File: src/hdl/pcm_pkg.sv
/*
  constants of the power and clock manager register bank: offsets, fields, resets, timing.
  assumes a 32-bit axi4-lite register bus and a single 20 MHz clock.
*/
package pcm_pkg;
  localparam logic [7:0]  PCM_CORE_ON_OFS     = 8'h00;
  localparam logic [7:0]  PCM_CORE_OFF_OFS    = 8'h04;
  localparam logic [7:0]  PCM_CORE_STATE_OFS  = 8'h08;
  localparam logic [7:0]  PCM_UNIT_ON_OFS     = 8'h10;
  localparam logic [7:0]  PCM_UNIT_OFF_OFS    = 8'h14;
  localparam logic [7:0]  PCM_UNIT_STATE_OFS  = 8'h18;
  localparam logic [7:0]  PCM_GEN_SETUP_OFS   = 8'h20;
  localparam logic [7:0]  PCM_SUPPLY_CMD_OFS  = 8'h28;
  localparam logic [7:0]  PCM_SUPPLY_SET_OFS  = 8'h2C;
  localparam logic [7:0]  PCM_GEN_STATE_OFS   = 8'h30;
  localparam logic [7:0]  PCM_IRQ_UNMASK_OFS  = 8'h34;
  localparam logic [7:0]  PCM_IRQ_SUPP_OFS    = 8'h38;
  localparam logic [7:0]  PCM_IRQ_MASK_OFS    = 8'h3C;

  localparam logic [31:0] PCM_CORE_RESET      = 32'h0000_0001;
  localparam logic [31:0] PCM_UNIT_RESET      = 32'h0000_0000;
  localparam logic [31:0] PCM_GEN_RESET       = 32'h0000_0000;
  localparam logic [31:0] PCM_SUPPLY_RESET    = 32'h0000_0001;
  localparam logic [31:0] PCM_UNIT_VALID_MASK = 32'h0007_EFFC;
  localparam logic [31:0] PCM_SUPPLY_MASK     = 32'h0000_00FF;

  localparam int PCM_BYP_BIT   = 0;
  localparam int PCM_OSCEN_BIT = 1;
  localparam int PCM_PINOFF_BIT = 2;
  localparam int PCM_DIV_LSB   = 4;
  localparam int PCM_MUL_LSB   = 8;
  localparam int PCM_SRC_LSB   = 14;
  localparam int PCM_OSCNT_LSB = 16;
  localparam int PCM_PLLCNT_LSB = 24;
  localparam int PCM_STABLE_BIT = 0;
  localparam int PCM_LOCK_BIT  = 1;

  localparam logic [1:0] PCM_SRC_SLOW = 2'h0;
  localparam logic [1:0] PCM_SRC_OSC  = 2'h1;
  localparam logic [1:0] PCM_SRC_PLL  = 2'h2;
  localparam logic [2:0] PCM_DIV_RESERVED = 3'h7;

  localparam int PCM_CLK_HZ     = 20_000_000;
  localparam int PCM_SLOW_HZ    = 32_768;
  localparam int PCM_OSC_PRESC  = 8;
  localparam int PCM_SLOW_TICKS = PCM_CLK_HZ / PCM_SLOW_HZ;

  localparam logic [1:0] PCM_RESP_OKAY   = 2'h0;
  localparam logic [1:0] PCM_RESP_SLVERR = 2'h2;
endpackage

File: src/hdl/pcm_divider.sv
/*
  one-cycle enable pulse divider.
  assumes a single synchronous active-low reset domain.
*/
`timescale 1ns/100ps
module pcm_divider
  import pcm_pkg::*;
#(
  parameter int DIVIDE = 8
)
(
  input  wire logic aclk,
  input  wire logic aresetn,
  input  wire logic tick_in,
  output logic      tick_out
);
  localparam int CW = $clog2(DIVIDE + 1);
  logic [CW-1:0] count_q;

  always_ff @(posedge aclk)
  begin
    if (!aresetn)
    begin
      count_q  <= '0;
      tick_out <= 1'b0;
    end
    else
    begin
      tick_out <= 1'b0;
      if (tick_in)
      begin
        if (count_q == CW'(DIVIDE - 1))
        begin
          count_q  <= '0;
          tick_out <= 1'b1;
        end
        else
        begin
          count_q <= count_q + 1'b1;
        end
      end
    end
  end
endmodule // pcm_divider

File: src/hdl/pcm_regs.sv
/*
  register bank of the power and clock manager on axi4-lite: core and unit clock gates,
  clock generator setup, start-up counters, status.
  assumes synchronous inputs on aclk at 20 MHz and a master keeping one write and one read.
*/
// Local design decision: the AXI4-Lite register port.
`timescale 1ns/100ps
module pcm_regs
  import pcm_pkg::*;
(
  input  wire logic        aclk,
  input  wire logic        aresetn,
  input  wire logic [7:0]  s_axi_awaddr,
  input  wire logic        s_axi_awvalid,
  output logic             s_axi_awready,
  input  wire logic [31:0] s_axi_wdata,
  input  wire logic [3:0]  s_axi_wstrb,
  input  wire logic        s_axi_wvalid,
  output logic             s_axi_wready,
  output logic [1:0]       s_axi_bresp,
  output logic             s_axi_bvalid,
  input  wire logic        s_axi_bready,
  input  wire logic [7:0]  s_axi_araddr,
  input  wire logic        s_axi_arvalid,
  output logic             s_axi_arready,
  output logic [31:0]      s_axi_rdata,
  output logic [1:0]       s_axi_rresp,
  output logic             s_axi_rvalid,
  input  wire logic        s_axi_rready,
  output logic             core_clock_en,
  output logic [31:0]      unit_clock_en,
  output logic             osc_bypass,
  output logic             osc_enable,
  output logic             master_clock_pin_off,
  output logic [2:0]       divider_select,
  output logic [5:0]       pll_multiplier,
  output logic [1:0]       source_select,
  output logic             osc_stable_flag,
  output logic             pll_lock_flag
);
  logic        aw_held_q;
  logic [7:0]  aw_addr_q;
  logic        w_held_q;
  logic [31:0] w_data_q;
  logic [3:0]  w_strb_q;
  logic        wr_fire;
  logic [31:0] wr_val;
  logic [31:0] setup_q;
  logic [31:0] setup_d;
  logic        setup_ok;
  logic [31:0] supply_q;
  logic [7:0]  osc_cnt_q;
  logic [7:0]  pll_cnt_q;
  logic        slow_tick_q;
  logic [15:0] slow_cnt_q;
  logic        osc_tick;
  logic [31:0] rd_val;
  logic        rd_known;

  // reserved setup bits 3, 7, 30 and 31 always stored as zero
  localparam logic [31:0] SETUP_WMASK = 32'h3FFF_FF77;

  // slow clock tick from the main clock
  always_ff @(posedge aclk)
  begin
    if (!aresetn)
    begin
      slow_cnt_q  <= '0;
      slow_tick_q <= 1'b0;
    end
    else if (slow_cnt_q == 16'(PCM_SLOW_TICKS - 1))
    begin
      slow_cnt_q  <= '0;
      slow_tick_q <= 1'b1;
    end
    else
    begin
      slow_cnt_q  <= slow_cnt_q + 16'h0001;
      slow_tick_q <= 1'b0;
    end
  end

  pcm_divider #(
    .DIVIDE (PCM_OSC_PRESC)
  ) u_osc_div (
    .aclk     (aclk),
    .aresetn  (aresetn),
    .tick_in  (slow_tick_q),
    .tick_out (osc_tick)
  );

  // write address and data captured in either order
  assign wr_fire = aw_held_q && w_held_q && !s_axi_bvalid;

  always_ff @(posedge aclk)
  begin
    if (!aresetn)
    begin
      aw_held_q     <= 1'b0;
      aw_addr_q     <= '0;
      s_axi_awready <= 1'b1;
    end
    else if (s_axi_awvalid && s_axi_awready)
    begin
      aw_held_q     <= 1'b1;
      aw_addr_q     <= s_axi_awaddr;
      s_axi_awready <= 1'b0;
    end
    else if (wr_fire)
    begin
      aw_held_q <= 1'b0;
    end
    else if (!aw_held_q && !s_axi_bvalid)
    begin
      s_axi_awready <= 1'b1;
    end
  end

  always_ff @(posedge aclk)
  begin
    if (!aresetn)
    begin
      w_held_q     <= 1'b0;
      w_data_q     <= '0;
      w_strb_q     <= '0;
      s_axi_wready <= 1'b1;
    end
    else if (s_axi_wvalid && s_axi_wready)
    begin
      w_held_q     <= 1'b1;
      w_data_q     <= s_axi_wdata;
      w_strb_q     <= s_axi_wstrb;
      s_axi_wready <= 1'b0;
    end
    else if (wr_fire)
    begin
      w_held_q <= 1'b0;
    end
    else if (!w_held_q && !s_axi_bvalid)
    begin
      s_axi_wready <= 1'b1;
    end
  end

  always_ff @(posedge aclk)
  begin
    if (!aresetn)
    begin
      s_axi_bvalid <= 1'b0;
      s_axi_bresp  <= PCM_RESP_OKAY;
    end
    else if (wr_fire)
    begin
      s_axi_bvalid <= 1'b1;
      s_axi_bresp  <= (aw_addr_q[7:6] == 2'b00) ? PCM_RESP_OKAY : PCM_RESP_SLVERR;
    end
    else if (s_axi_bready)
    begin
      s_axi_bvalid <= 1'b0;
    end
  end

  // byte lanes merged over the stored setup word
  always_comb
  begin
    wr_val = setup_q;
    for (int i = 0; i < 4; i++)
    begin
      if (w_strb_q[i])
      begin
        wr_val[i*8 +: 8] = w_data_q[i*8 +: 8];
      end
    end
  end

  // safety screen on a new generator setup
  always_comb
  begin
    logic [1:0] nsrc;
    logic [1:0] osrc;
    logic       nosc;
    logic [5:0] nmul;
    nsrc = wr_val[PCM_SRC_LSB +: 2];
    osrc = setup_q[PCM_SRC_LSB +: 2];
    nosc = wr_val[PCM_OSCEN_BIT];
    nmul = wr_val[PCM_MUL_LSB +: 6];
    setup_d  = wr_val;
    setup_ok = 1'b1;
    if (nsrc != PCM_SRC_SLOW && !(osc_stable_flag && nosc))
    begin
      setup_ok = 1'b0;
    end
    if ((nsrc == PCM_SRC_PLL || osrc == PCM_SRC_PLL) && nmul == 6'h00)
    begin
      setup_ok = 1'b0;
    end
    if ((osrc != PCM_SRC_SLOW) && !nosc)
    begin
      setup_ok = 1'b0;
    end
  end

  // generator setup register, reset to zero
  always_ff @(posedge aclk)
  begin
    if (!aresetn)
    begin
      setup_q <= PCM_GEN_RESET;
    end
    else if (wr_fire && aw_addr_q == PCM_GEN_SETUP_OFS && setup_ok)
    begin
      setup_q <= setup_d & SETUP_WMASK;
    end
  end

  always_ff @(posedge aclk)
  begin
    if (!aresetn)
    begin
      supply_q <= PCM_SUPPLY_RESET;
    end
    else if (wr_fire && aw_addr_q == PCM_SUPPLY_SET_OFS)
    begin
      supply_q <= w_data_q & PCM_SUPPLY_MASK;
    end
  end

  // core and unit clock gates
  always_ff @(posedge aclk)
  begin
    if (!aresetn)
    begin
      core_clock_en <= PCM_CORE_RESET[0];
      unit_clock_en <= PCM_UNIT_RESET;
    end
    else if (wr_fire)
    begin
      if (aw_addr_q == PCM_CORE_ON_OFS && w_data_q[0])
      begin
        core_clock_en <= 1'b1;
      end
      if (aw_addr_q == PCM_CORE_OFF_OFS && w_data_q[0])
      begin
        core_clock_en <= 1'b0;
      end
      if (aw_addr_q == PCM_UNIT_ON_OFS)
      begin
        unit_clock_en <= unit_clock_en | (w_data_q & PCM_UNIT_VALID_MASK);
      end
      if (aw_addr_q == PCM_UNIT_OFF_OFS)
      begin
        unit_clock_en <= unit_clock_en & ~(w_data_q & PCM_UNIT_VALID_MASK);
      end
    end
  end

  // oscillator start-up and pll lock down-counters
  always_ff @(posedge aclk)
  begin
    if (!aresetn)
    begin
      osc_cnt_q       <= '0;
      osc_stable_flag <= 1'b0;
    end
    else if (wr_fire && aw_addr_q == PCM_GEN_SETUP_OFS && setup_ok && !setup_q[PCM_OSCEN_BIT]
             && setup_d[PCM_OSCEN_BIT] && setup_d[PCM_OSCNT_LSB +: 8] != 8'h00)
    begin
      osc_cnt_q       <= setup_d[PCM_OSCNT_LSB +: 8];
      osc_stable_flag <= 1'b0;
    end
    else if (!setup_q[PCM_OSCEN_BIT])
    begin
      osc_cnt_q       <= '0;
      osc_stable_flag <= 1'b0;
    end
    else if (osc_cnt_q == 8'h00)
    begin
      osc_stable_flag <= 1'b1;
    end
    else if (osc_tick)
    begin
      osc_cnt_q <= osc_cnt_q - 8'h01;
    end
  end

  always_ff @(posedge aclk)
  begin
    if (!aresetn)
    begin
      pll_cnt_q     <= '0;
      pll_lock_flag <= 1'b0;
    end
    else if (wr_fire && aw_addr_q == PCM_GEN_SETUP_OFS && setup_ok
             && setup_d[PCM_MUL_LSB +: 6] != setup_q[PCM_MUL_LSB +: 6])
    begin
      pll_lock_flag <= 1'b0;
      if (setup_d[PCM_MUL_LSB +: 6] != 6'h00 && setup_d[PCM_PLLCNT_LSB +: 6] != 6'h00)
      begin
        pll_cnt_q <= {2'b00, setup_d[PCM_PLLCNT_LSB +: 6]};
      end
    end
    else if (!osc_stable_flag || setup_q[PCM_MUL_LSB +: 6] == 6'h00)
    begin
      pll_lock_flag <= 1'b0;
    end
    else if (pll_cnt_q == 8'h00)
    begin
      pll_lock_flag <= 1'b1;
    end
    else if (slow_tick_q)
    begin
      pll_cnt_q <= pll_cnt_q - 8'h01;
    end
  end

  // generator controls out of the setup word
  always_ff @(posedge aclk)
  begin
    if (!aresetn)
    begin
      osc_bypass           <= 1'b0;
      osc_enable           <= 1'b0;
      master_clock_pin_off <= 1'b0;
      divider_select       <= '0;
      pll_multiplier       <= '0;
      source_select        <= PCM_SRC_SLOW;
    end
    else
    begin
      osc_bypass           <= setup_q[PCM_BYP_BIT];
      osc_enable           <= setup_q[PCM_OSCEN_BIT];
      master_clock_pin_off <= setup_q[PCM_PINOFF_BIT];
      divider_select       <= (setup_q[PCM_DIV_LSB +: 3] == PCM_DIV_RESERVED) ? 3'h0
                              : setup_q[PCM_DIV_LSB +: 3];
      pll_multiplier       <= setup_q[PCM_MUL_LSB +: 6];
      source_select        <= (setup_q[PCM_SRC_LSB +: 2] == 2'h3) ? PCM_SRC_SLOW
                              : setup_q[PCM_SRC_LSB +: 2];
    end
  end

  // read decode
  always_comb
  begin
    rd_val   = '0;
    rd_known = 1'b1;
    unique case (s_axi_araddr)
      PCM_CORE_STATE_OFS: rd_val = {31'h0, core_clock_en};
      PCM_UNIT_STATE_OFS: rd_val = unit_clock_en;
      PCM_GEN_SETUP_OFS:  rd_val = setup_q;
      PCM_SUPPLY_SET_OFS: rd_val = supply_q;
      PCM_GEN_STATE_OFS:  rd_val = {30'h0, pll_lock_flag, osc_stable_flag};
      default:            rd_known = (s_axi_araddr[7:6] == 2'b00);
    endcase
  end

  always_ff @(posedge aclk)
  begin
    if (!aresetn)
    begin
      s_axi_arready <= 1'b1;
      s_axi_rvalid  <= 1'b0;
      s_axi_rdata   <= '0;
      s_axi_rresp   <= PCM_RESP_OKAY;
    end
    else if (s_axi_arvalid && s_axi_arready)
    begin
      s_axi_arready <= 1'b0;
      s_axi_rvalid  <= 1'b1;
      s_axi_rdata   <= rd_val;
      s_axi_rresp   <= rd_known ? PCM_RESP_OKAY : PCM_RESP_SLVERR;
    end
    else if (s_axi_rvalid && s_axi_rready)
    begin
      s_axi_rvalid  <= 1'b0;
      s_axi_arready <= 1'b1;
    end
  end
endmodule // pcm_regs

File: config.mk
export PLATFORM = sky130hd
export DESIGN_NAME = pcm_regs
export DESIGN_NICKNAME = d
export VERILOG_FILES = /design/src/hdl/pcm_pkg.sv /design/src/hdl/pcm_divider.sv /design/src/hdl/pcm_regs.sv
export SDC_FILE = /design/constraint.sdc
export NUM_CORES = 1
export LEC_CHECK = 0
export BUFFER_PORTS_ARGS = -buffer_cell sky130_fd_sc_hd__buf_2
export CAP_MARGIN = 40
export CORE_MARGIN = 5
export CORE_UTILIZATION = 48
export CTS_CLUSTER_SIZE = 25
export DETAILED_ROUTE_END_ITERATION = 7
export GPL_TIMING_DRIVEN = 1
export PLACE_DENSITY = 0.71
export SLEW_MARGIN = 20
export SYNTH_ARGS = -nofsm -noshare
export SYNTH_HDL_FRONTEND = slang
export SYNTH_SLANG_ARGS = --single-unit
File: constraint.sdc
create_clock -name aclk -period 5.1 [get_ports aclk]
set_clock_uncertainty 0.2 [all_clocks]
set_input_delay 0.51 -clock aclk [delete_from_list [all_inputs] [get_ports aclk]]
set_output_delay 0.51 -clock aclk [all_outputs]
set_load 0.005 [all_outputs]
=== Word level (Yosys, flattened, before mapping) ===
Index checks and enable logic that the tools add are counted.

* Flip-flop bits (word level): 208
* Output and inout bits: 90
* Word-level logic and storage cells: 173

* Add/sub/neg operators: 4
* Equality and inequality tests: 24
* Mux-type cells: 42
* Bitwise operators: 5
* Reductions and logical operators: 66

{| class="wikitable"
|+ Operator list
! cell !! count
|-
| $pmux 32 s5 || 1
|-
| $mux 8 || 11
|-
| $mux 32 || 2
|-
| $eq 8x6->1 const B || 5
|-
| $and 32x32->32 || 1
|-
| $not 19->32 || 1
|-
| $or 32x19->32 || 1
|-
| $eq 8x5->1 const B || 3
|-
| $logic_not 8->1 || 3
|-
| $mux 1 || 23
|-
| $logic_and 1x1->1 || 22
|-
| $reduce_bool 2->1 || 11
|-
| $add 16x1->16 const B || 1
|-
| $eq 16x10->1 const B || 1
|-
| $sub 8x1->8 const B || 2
|-
| $reduce_and 2->1 || 7
|-
| $logic_not 6->1 || 2
|-
| $reduce_bool 6->1 || 2
|-
| $eq 8x3->1 const B || 1
|-
| $eq 8x4->1 const B || 1
|-
| $reduce_bool 8->1 || 1
|-
| $logic_not 1->1 || 7
|-
| $eq 2x2->1 const B || 3
|-
| $mux 2 || 3
|-
| other kinds (17) || 26
|}

=== Longest topological paths before layout ===
Gate-level depths: netlist (run 1).

* Depth after elaboration: 13
* Depth in mapped cells: 8

=== By module ===
From an unflattened synthesis (run 1), not the netlist that was laid out.

* Cells, all modules: 927
* Area, all modules: 8021.4 µm²

{| class="wikitable"
|+ Modules (own cells, without submodules)
! module !! times used !! cells an instance !! area an instance (µm²)
|-
| pcm_regs || 1 || 906 || 7795.0
|-
| pcm_divider || 1 || 21 || 226.5
|}

=== Worst setup path after synthesis (run 1) ===
OpenSTA, ideal clock, no wires.

* Path kind: input-to-reg
* From: input s_axi_araddr[1]
* To: register s_axi_rdata[23]
* Arrival time: 2186 ps
* Required time: 4829 ps
* Setup slack: 2644 ps
* Stages: 8
* Cells stage by stage: or4_1 nor2_1 nand3b_1 nor2_2 buf_2 buf_2 nand3_1 a21oi_1

* Word-level cells in the longest chain between the ends: 2
* Elaborated cells between the ends (all ways): 6
* Classes of those cells: eq/ne: 5; mux: 1

{| class="wikitable"
|+ RTL lines
! element !! RTL line !! RTL
|-
| start, declared || pcm_regs.sv:23 || <nowiki>input wire logic [7:0] s_axi_araddr,</nowiki>
|-
| $eq 8x6->1, or another cell as far along || pcm_regs.sv:346 || <nowiki>unique case (s_axi_araddr)</nowiki>
|-
| $pmux 32 s5 (*) || pcm_regs.sv:346 ||
|-
| end signal, assigned || pcm_regs.sv:369 || <nowiki>s_axi_rdata <= rd_val;</nowiki>
|-
| end, declared || pcm_regs.sv:26 || <nowiki>output logic [31:0] s_axi_rdata,</nowiki>
|}

Mark *: on every way between the ends. The rest lies on a longest branch, timed or not.
A chain may end at the register's enable or synchronous reset.

=== Worst setup path after layout (run 1) ===
* From: register s_axi_bvalid
* To: register setup_q[9]

* Word-level cells in the longest chain between the ends: 4

{| class="wikitable"
|+ RTL lines
! element !! RTL line !! RTL
|-
| start, declared || pcm_regs.sv:21 || <nowiki>output logic s_axi_bvalid,</nowiki>
|-
| start signal, assigned || pcm_regs.sv:149 || <nowiki>s_axi_bvalid <= 1'b0;</nowiki>
|-
| start signal, assigned || pcm_regs.sv:154 || <nowiki>s_axi_bvalid <= 1'b1;</nowiki>
|-
| start signal, assigned || pcm_regs.sv:159 || <nowiki>s_axi_bvalid <= 1'b0;</nowiki>
|-
| $logic_not 1->1 || pcm_regs.sv:93 || <nowiki>assign wr_fire = aw_held_q && w_held_q && !s_axi_bvalid;</nowiki>
|-
| $logic_and 1x1->1 || pcm_regs.sv:93 ||
|-
| $logic_and 1x1->1 (2 in series) || pcm_regs.sv:210 || <nowiki>else if (wr_fire && aw_addr_q == PCM_GEN_SETUP_OFS && setup_ok)</nowiki>
|-
| end signal, assigned || pcm_regs.sv:212 || <nowiki>setup_q <= setup_d & SETUP_WMASK;</nowiki>
|-
| end, declared || pcm_regs.sv:48 || <nowiki>logic [31:0] setup_q;</nowiki>
|}

Every way passes these cells.

==> results of run 1 <==
critical path: stages (launching register included):
cell and delay [ns]:
dfxtp_1 0.37, nand3b_1 0.26, or4_1 0.53, nor3b_1 0.40
nor3b_2 0.63, buf_4 0.29, nand2_1 0.30, mux2i_1 0.26
nor2_1 0.05
worst min-delay path by stage:
stage	from	endpoint	cells past startpoint
floorplan	setup_q[2]$_SDFFE_PN0P_	setup_q[2]$_SDFFE_PN0P_	2
global placement	s_axi_rdata[29]$_SDFFE_PN0P_	s_axi_rdata[29]$_SDFFE_PN0P_	2
detailed placement	s_axi_rdata[29]$_SDFFE_PN0P_	s_axi_rdata[29]$_SDFFE_PN0P_	2
CTS	s_axi_wdata[16]	w_data_q[16]$_SDFFE_PN0P_	3
global route	s_axi_wdata[17]	w_data_q[17]$_SDFFE_PN0P_	3
finish	s_axi_wdata[16]	w_data_q[16]$_SDFFE_PN0P_	3
flip-flops by register name (all words and copies together), names as in the netlist, 2 cells and up, named ones only:
name,flops
aw_addr_q,8
divider_select,3
osc_cnt_q,8
pll_cnt_q,8
pll_multiplier,6
s_axi_rdata,30
setup_q,28
slow_cnt_q,16
source_select,2
supply_q,8
u_osc_div.count_q,4
w_data_q,30
w_strb_q,4
power groups by stage:
stage / registers, uW / logic (uW) / clock network [uW]
2_1_floorplan: 1550 / 120 / 0
3_5_place_dp: 1560 / 167 / 0
6_report: 1530 / 168 / 1260
4_1_cts: 1530 / 167 / 1280
3_3_place_gp: 1560 / 159 / 0
5_1_grt: 1540 / 187 / 1340
metrics by stage:
| step | hold WS, ns | utilization [%] |
|---|---|---|
| finish | 0.107 | 56.6 |
| global route | 0.105 | 56.6 |
| CTS | 0.0984 | 56.4 |
| detailed placement | 0.244 | 53.0 |
| global placement | 0.238 | 52.7 |
| floorplan | 0.240 | - |
cell families (layout without fill, tap and decap cells):
logic type	Yosys count	after routing
xor+xnor	28	28
other cells	1	20
flops	188	188
fa+ha+maj	6	6
buf+inv	84	183
compound gates	201	201
simple gates	374	374
mux	47	47
layer usage:
layer	track usage (%)	wire length [um]	vias up
met3	4.86	1050	36
met2	35.5	10000	175
li1	-	-	3410
met4	5.97	365	0
met1	26.9	8960	3197
met5	0	0	-
final cells by class:
class,count,area (um^2)
Fill cell,1520,7150
Multi-Input combinational cell,676,3900
Sequential cell,188,3760
Timing Repair Buffer,141,778
Clock buffer,19,433
Tap cell,220,275
Clock inverter,12,125
Inverter,11,42.5
cells in the final DEF, fill, tap and decap left out, types with 7 or more instances in the layout:
cell,n
a211oi_1,21
a21oi_1,99
a22oi_1,12
a2bb2oi_1,7
and2_1,23
buf_2,128
buf_4,10
clkbuf_16,17
conb_1,20
dfxtp_1,188
inv_1,8
mux2i_1,42
nand2_1,155
nand3_1,36
nand3b_1,9
nor2_1,77
nor3_1,14
nor4_1,10
o21ai_0,30
xnor2_1,12
xor2_1,16
==> results.yml, run 1 <==
outcome:
  status: "finished, final reports clean"
logic_synthesis:
  ys_top_cells_by_area: "dfxtp_1, nand2_1, a21oi_1"
  synthXorXnorAreaFrac_pct: 3.07
  synth-seq-cells: 188
  synth_compound_area_share_pct: 15.4
  yosysMostFrequentCell: "dfxtp_1"
  synth_warnings: 0
  syn-cell-area_mm2: 0.00800
  synth_top_family_by_area: "simple AND/OR/NAND/NOR gates"
  synthFlopType: "dfxtp_1"
  syn_area_per_cell_um2: 8.61
  yosys.area.top_type: "dfxtp_1"
  synthSimpleGateAreaFrac_pct: 22.5
  synthMuxAreaShare_pct: 5.96
  synth_adder_area_share_pct: 0.939
  synth_seq_area_share_pct: 47.1
  synthTopCellsByCount: "dfxtp_1, nand2_1, a21oi_1"
  synth_top_area_share_pct: 47.1
  synth_edf_count: 0
  synth_async_sr_flop_share_pct: 0
  syn_inst: 929
  synth.distinct_cells: 59
grt:
  grt_pass1_vias: 6338
  grt_usage_pct: 21.0
  grt_max_degree: 65
  overflow: 0
  grt_pass1_wl_um: 33000
  antenna_found_initial: 0
floorplanning:
  start_util_pct: 48.6
  fp.dieArea_mm2: 0.0193
  dieWidth_um: 139
  fp.dieH_um: 139
  core_mm2: 0.0165
  fp-row-count: 47
  top_level_ports: 149
placement:
  place_congestion: 0.840
  placed_area_mm2: 0.00873
  dpl.hpwl_um: 14100
  place_ws_ns: 1.72
  placed_cells: 1232
  portBuffers: 126
sta:
  fmax_mhz: 292
  fin_crit_ns: 3.42
  finalSetupViolCount: 0
  slew_headroom_pct: 52.1
  fin_setup_tns_ns: 0
  layout_setup_ws_ns: 1.68
  worst_slew_pin_slew_ns: 0.718
  hold_viol: 0
  post-route-period-util_pct: 67.1
  drv_slew: 0
  rsz0062_at_grt: "false"
clock_tree:
  clkSinkCount: 188
  clk_path_buf_depth: 2
  cts.clk_slew.worst_paths_ns: 0.07
  cts_setup_buffers: 0
  cts_inserted_buffers: 17
  htree_levels: 4
  postCtsHoldBufs: 0
  tritoncts: "built"
  cts_resized: 0
  clk_latency_ns: 0.43
  clk_root_buffer_cell: "clkbuf_16"
worst_setup_path:
  critPathArrivalTime_ns: 3.52
  crit_start: "s_axi_bvalid$_SDFFE_PN0P_"
  ff2ff_path_depth: 8
  r2r_setup_slack_ns: 1.68
  rr_startpoint: "s_axi_bvalid$_SDFFE_PN0P_"
  crit_end: "setup_q[9]$_SDFFE_PN0P_"
  timing.rr.end: "setup_q[9]$_SDFFE_PN0P_"
  end_kind: "register"
  critPathMaxFanout: 8
  critPathLaunchType: "register"
  required_ns: 5.20
  crit_type: "reg2reg"
power_and_ir_drop:
  internal_power_uw: 2270
  sw_frac_of_total_pct: 23.3
  finalPower_uw: 2960
  p_switching_uw: 689
  clkPwrFrac_pct: 42.6
  ir_worst_vdd_uv: 265
  combPwrFrac_pct: 5.7
  p_per_area_mw_per_mm2: 318
  p_leak_uw: 0.00389
  p_seq_share_pct: 51.7
drt:
  drt_first_pass_iters: 6
  drc: 0
  wire_per_inst_um: 16.1
  via_count: 6818
  drtAntennaViolNets: 0
  wl_um: 20400
  vias_per_cell: 5.38
  drt-initial-drc-count: 386
final_layout:
  layoutNonFillerInstCount: 1267
  layout.nets: 1100
  syn2layout_area_growth_pct: 16.5
  design_area_mm2: 0.00932
  drive_above_1_share_pct: 18.4
  num_antenna_cells: 0
job:
  max_cap_violations: 0
worst_hold_path:
  hold_path.class: "in2reg"
(Power assumes the default switching activity.)
==> run 2: changes to the inputs <==
==> constraint.sdc (replaced) <==
create_clock -name aclk -period 3.55 [get_ports aclk]
set_clock_uncertainty 0.2 [all_clocks]
set_input_delay 0.355 -clock aclk [delete_from_list [all_inputs] [get_ports aclk]]
set_output_delay 0.355 -clock aclk [all_outputs]
set_load 0.005 [all_outputs]
==> run 2 against run 1 <==
Net effect:
- critical path depth is the same
- sequential power rose by 44%
- register-to-register slack got worse by 1.1 ns
- largest power group unchanged
- highest routed layer unchanged
==> results.yml, run 2 (synthesized netlist as in run 1, its figures left out) <==
outcome:
  status: "finished, final reports clean"
worst_setup_path:
  timing.rr.end: "setup_q[11]$_SDFFE_PN0P_"
  critPathArrivalTime_ns: 3.05
  end_kind: "register"
  required_ns: 3.66
  critPathLaunchType: "register"
  cp_top_family: "simple AND/OR/NAND/NOR gates"
  crit_chain: "nand3b_1, or4_1, nor3b_1, nor3b_2, buf_4, nand2_1, mux2i_1, nor2_1"
  crit_type: "reg2reg"
  critPathMaxFanout: 10
  cp_slowest_cell: "or4_1"
  crit_start: "s_axi_bvalid$_SDFFE_PN0P_"
  path_buf_inv: 1
  rr_startpoint: "s_axi_bvalid$_SDFFE_PN0P_"
  r2r_setup_slack_ns: 0.61
  ff2ff_path_depth: 8
  cpPeakStageDelay_ns: 0.52
worst_hold_path:
  hp-start: "s_axi_rready"
  min_to: "s_axi_rvalid$_SDFFE_PN0P_"
  whs_path_depth: 3
  hold_path.class: "in2reg"
floorplanning:
  fp.dieH_um: 139
  start_util_pct: 48.6
  dieWidth_um: 139
  fp-row-count: 47
  core_mm2: 0.0165
  top_level_ports: 149
  fp.dieArea_mm2: 0.0193
final_layout:
  n_fill_cell: 1467
  drive_above_1_share_pct: 17.8
  layout_commonest_cell: "dfxtp_1"
  reg.largest.list: "s_axi_rdata (30), w_data_q (30), setup_q (28)"
  fin_util_pct: 59.3
  final_cell_mix: "dfxtp_1, nand2_1, buf_2"
  syn2layout_area_growth_pct: 22.1
  num_antenna_cells: 0
  layout.nets: 1142
sta:
  whs_ns: 0.00894
  fmax_mhz: 340
  drv_slew: 0
  rsz0062_at_grt: "false"
  post-route-period-util_pct: 82.8
  fin_setup_tns_ns: 0
  finalSetupViolCount: 0
  hold_viol: 0
  slew_headroom_pct: 47.8
  fin_crit_ns: 2.94
  worst_slew_pin_slew_ns: 0.782
drt:
  wl_um: 20800
  via_count: 7029
  wire_per_inst_um: 15.9
  drt_first_pass_iters: 7
  drc: 0
  drtAntennaViolNets: 0
  drt-initial-drc-count: 589
  vias_per_cell: 5.37
clock_tree:
  cts_inserted_buffers: 17
  clk_root_buffer_cell: "clkbuf_16"
  htree_levels: 4
  cts_resized: 0
  cts.clk_slew.worst_paths_ns: 0.07
  tritoncts: "built"
  clkSinkCount: 188
  clk_path_buf_depth: 2
  clk_latency_ns: 0.43
power_and_ir_drop:
  combPwrFrac_pct: 6.2
  p_leak_uw: 0.00407
  p_per_area_mw_per_mm2: 454
  finalPower_uw: 4430
  p_switching_uw: 1040
  sw_frac_of_total_pct: 23.4
  clkPwrFrac_pct: 44.2
  p_seq_share_pct: 49.6
  ir_worst_vdd_uv: 355
  internal_power_uw: 3400
grt:
  grt_max_degree: 90
  grt_usage_pct: 21.0
  grt_pass1_vias: 6568
  grt_pass1_wl_um: 33300
  antenna_found_initial: 0
  overflow: 0
placement:
  portBuffers: 126
  place_congestion: 0.847
  dpl.hpwl_um: 14100
job:
  max_cap_violations: 0
==> run 2: layer usage <==
layer | track usage (%) | routed length (um) | vias to the layer above | part of all wire, %
li1 | - | - | 3499 | -
met1 | 27.2 | 9320 | 3322 | 45
met2 | 34.7 | 10100 | 175 | 49
met3 | 4.24 | 900 | 33 | 4.3
met4 | 7.88 | 457 | 0 | 2.2
met5 | 0 | 0 | - | 0
==> run 2: repair_timing <==
item / in CTS / in global routing
hold buffers: 42 / 0
hold endpoints to repair: 42 / 0
setup buffers: 0 / 0
==> run 2: power groups by stage <==
stage	Sequential (uW)	Combinational, uW	Clock [uW]
final	2200	273	1960
after global routing	2200	300	2080
after CTS	2200	271	1990
after detailed placement	2250	235	0
after global placement	2250	232	0
after floorplan	2230	172	0
==> run 2: worst max path at each step <==
stage	to	cells past startpoint
finish	setup_q[11]$_SDFFE_PN0P_	8
global route	setup_q[12]$_SDFFE_PN0P_	8
detailed placement	setup_q[9]$_SDFFE_PN0P_	8
CTS	setup_q[12]$_SDFFE_PN0P_	8
global placement	setup_q[15]$_SDFFE_PN0P_	8
floorplan	pll_cnt_q[6]$_SDFFE_PN0P_	8
==> run 2: through the flow <==
step / instances / worst slack [ns] / area [um^2]
final: 1310 / 0.609 / 9760
after global routing: 1310 / 0.321 / 9760
after CTS: 1308 / 0.624 / 9750
after detailed placement: 1234 / 0.651 / 8720
after global placement: 1234 / 0.675 / 8720
after floorplan: 948 / 1.12 / 8070
==> run 2: area by class of cell <==
class | instances | area (um^2) | share of cell area, %
multi-input cells | 676 | 3900 | 39.9
inverters | 11 | 42.5 | 0.436
well taps | 220 | 275 | 2.82
clock buffers | 19 | 443 | 4.54
clock inverters | 13 | 165 | 1.69
flip-flops and latches | 188 | 3760 | 38.6
repair buffers | 183 | 1170 | 12.0
==> run 2: tightest hold or removal path, cell delays in order <==
cell and delay (ns):
buf_2 0.09, nand2b_1 0.10, a21oi_1 0.06
==> run 3: changes to the inputs <==
==> constraint.sdc (replaced) <==
create_clock -name aclk -period 3 [get_ports aclk]
set_clock_uncertainty 0.2 [all_clocks]
set_input_delay 0.3 -clock aclk [delete_from_list [all_inputs] [get_ports aclk]]
set_output_delay 0.3 -clock aclk [all_outputs]
set_load 0.005 [all_outputs]
==> run 3 against run 2 <==
Net effect:
- worst setup slack got worse by 0.36 ns
- global-route usage rose by 0.098 points
- final area rose by 1.1%
==> results.yml, run 3 (synthesized netlist as in run 1, its figures left out) <==
grt:
  grt_usage_pct: 21.1
  overflow: 0
  antenna_found_initial: 0
  grt_pass1_vias: 6696
  grt_max_degree: 54
  grt_pass1_wl_um: 33400
drt:
  drtAntennaViolNets: 0
  vias_per_cell: 5.39
  drc: 0
  wl_um: 20900
  wire_per_inst_um: 15.8
  drt_first_pass_iters: 7
  via_count: 7129
  drt-initial-drc-count: 498
floorplanning:
  start_util_pct: 48.6
  fp.dieH_um: 139
  top_level_ports: 149
  fp-row-count: 47
  fp.dieArea_mm2: 0.0193
  core_mm2: 0.0165
  dieWidth_um: 139
clock_tree:
  htree_levels: 4
  tritoncts: "built"
  clk_path_buf_depth: 2
  clk_root_buffer_cell: "clkbuf_16"
  cts_resized: 0
  clk_latency_ns: 0.43
  postCtsHoldBufs: 45
  cts_setup_buffers: 0
  cts_inserted_buffers: 17
  cts.clk_slew.worst_paths_ns: 0.07
  clkSinkCount: 188
worst_setup_path:
  critPathArrivalTime_ns: 2.93
  rr_startpoint: "s_axi_bvalid$_SDFFE_PN0P_"
  crit_type: "reg2reg"
  r2r_setup_slack_ns: 0.25
  crit_start: "s_axi_bvalid$_SDFFE_PN0P_"
  required_ns: 3.18
  ff2ff_path_depth: 7
  critPathLaunchType: "register"
  timing.rr.end: "osc_cnt_q[4]$_SDFFE_PN0P_"
  critPathMaxFanout: 8
  end_kind: "register"
final_layout:
  layout_commonest_cell: "dfxtp_1"
  layout.nets: 1154
  n_fill_cell: 1475
  reg.largest.list: "s_axi_rdata (30), w_data_q (30), setup_q (28)"
  layoutNonFillerInstCount: 1322
  syn2layout_area_growth_pct: 23.4
  num_antenna_cells: 0
  final_cell_mix: "dfxtp_1, nand2_1, buf_2"
  drive_above_1_share_pct: 18.5
job:
  max_cap_violations: 0
sta:
  finalSetupViolCount: 0
  slew_headroom_pct: 51.4
  worst_slew_pin_slew_ns: 0.728
  fin_crit_ns: 2.75
  hold_viol: 0
  drv_slew: 0
  layout_setup_ws_ns: 0.246
  fin_setup_tns_ns: 0
  post-route-period-util_pct: 91.8
  fmax_mhz: 363
  rsz0062_at_grt: "false"
  whs_ns: 0.0156
placement:
  portBuffers: 126
  place_ws_ns: 0.293
  placed_cells: 1244
  place_congestion: 0.792
  dpl.hpwl_um: 14100
worst_hold_path:
  hp-start: "s_axi_araddr[7]"
  hold_path.class: "in2reg"
  min_to: "s_axi_rresp[1]$_SDFFE_PN0P_"
  whs_path_depth: 3
power_and_ir_drop:
  ir_worst_vdd_uv: 398
  p_leak_uw: 0.00414
  p_per_area_mw_per_mm2: 529
outcome:
  status: "finished, final reports clean"
run 3: cell types whose count changed in the layout (fill, tap and decap cells not counted), moves of 2 or more:
cell	before	now
clkbuf_8	1	5
inv_6	3	1
buf_4	13	22
clkinv_2	3	5
dlygate4sd3_1	42	45
run 3: worst max-delay path, cell delays in order, from the launching register on:
cell and delay (ns):
dfxtp_1 0.35, nand3b_1 0.24, nor3_1 0.26, nand2_1 0.16, nor4b_1 0.53, o2111ai_1 0.49
o21ai_1 0.30, o211a_1 0.17
run 3: area by class of cell:
cell class | count | area (um^2) | share of cell area (%)
Multi-Input combinational cell | 676 | 3900 | 39.5
Sequential cell | 188 | 3760 | 38.1
Timing Repair Buffer | 195 | 1290 | 13.0
Clock buffer | 22 | 494 | 5.01
Tap cell | 220 | 275 | 2.79
Clock inverter | 10 | 111 | 1.13
Inverter | 11 | 42.5 | 0.431
run 3: how the worst max path moves through the flow:
stage                                            to  slack, ns  depth (start not counted)
after detailed placement    setup_q[0]$_SDFFE_PN0P_       0.29                          8
final                     osc_cnt_q[4]$_SDFFE_PN0P_       0.25                          7
after global placement      setup_q[1]$_SDFFE_PN0P_       0.32                          8
after global routing      osc_cnt_q[0]$_SDFFE_PN0P_       0.04                          7
after floorplan           pll_cnt_q[6]$_SDFFE_PN0P_       0.57                          8
after CTS                   setup_q[0]$_SDFFE_PN0P_       0.26                          8
run 3: per-stage QoR:
step | cell area [um^2] | utilization (%) | power [uW]
after global routing | 9870 | 59.9 | 5390
final | 9870 | 59.9 | 5220
after detailed placement | 8810 | 53.5 | 2950
after global placement | 8810 | 53.5 | 2940
after CTS | 9860 | 59.9 | 5250
after floorplan | 8070 | - | 2840
run 3: metal layers:
layer | vias up | track usage (%) | part of all wire [%] | wire, um
met1 | 3353 | 26.1 | 43 | 8920
met4 | 0 | 9.99 | 3.3 | 683
li1 | 3512 | - | - | -
met3 | 54 | 4.62 | 5.0 | 1050
met5 | - | 0 | 0 | 0
met2 | 210 | 35.1 | 49 | 10300
run 3: power breakdown:
group | internal, uW | switching, uW | leakage, uW
Clock | 1330 | 945 | 0.000294
Sequential | 2540 | 61.5 | 0.00152
Combinational | 147 | 186 | 0.00232
Total | 4020 | 1190 | 0.00414
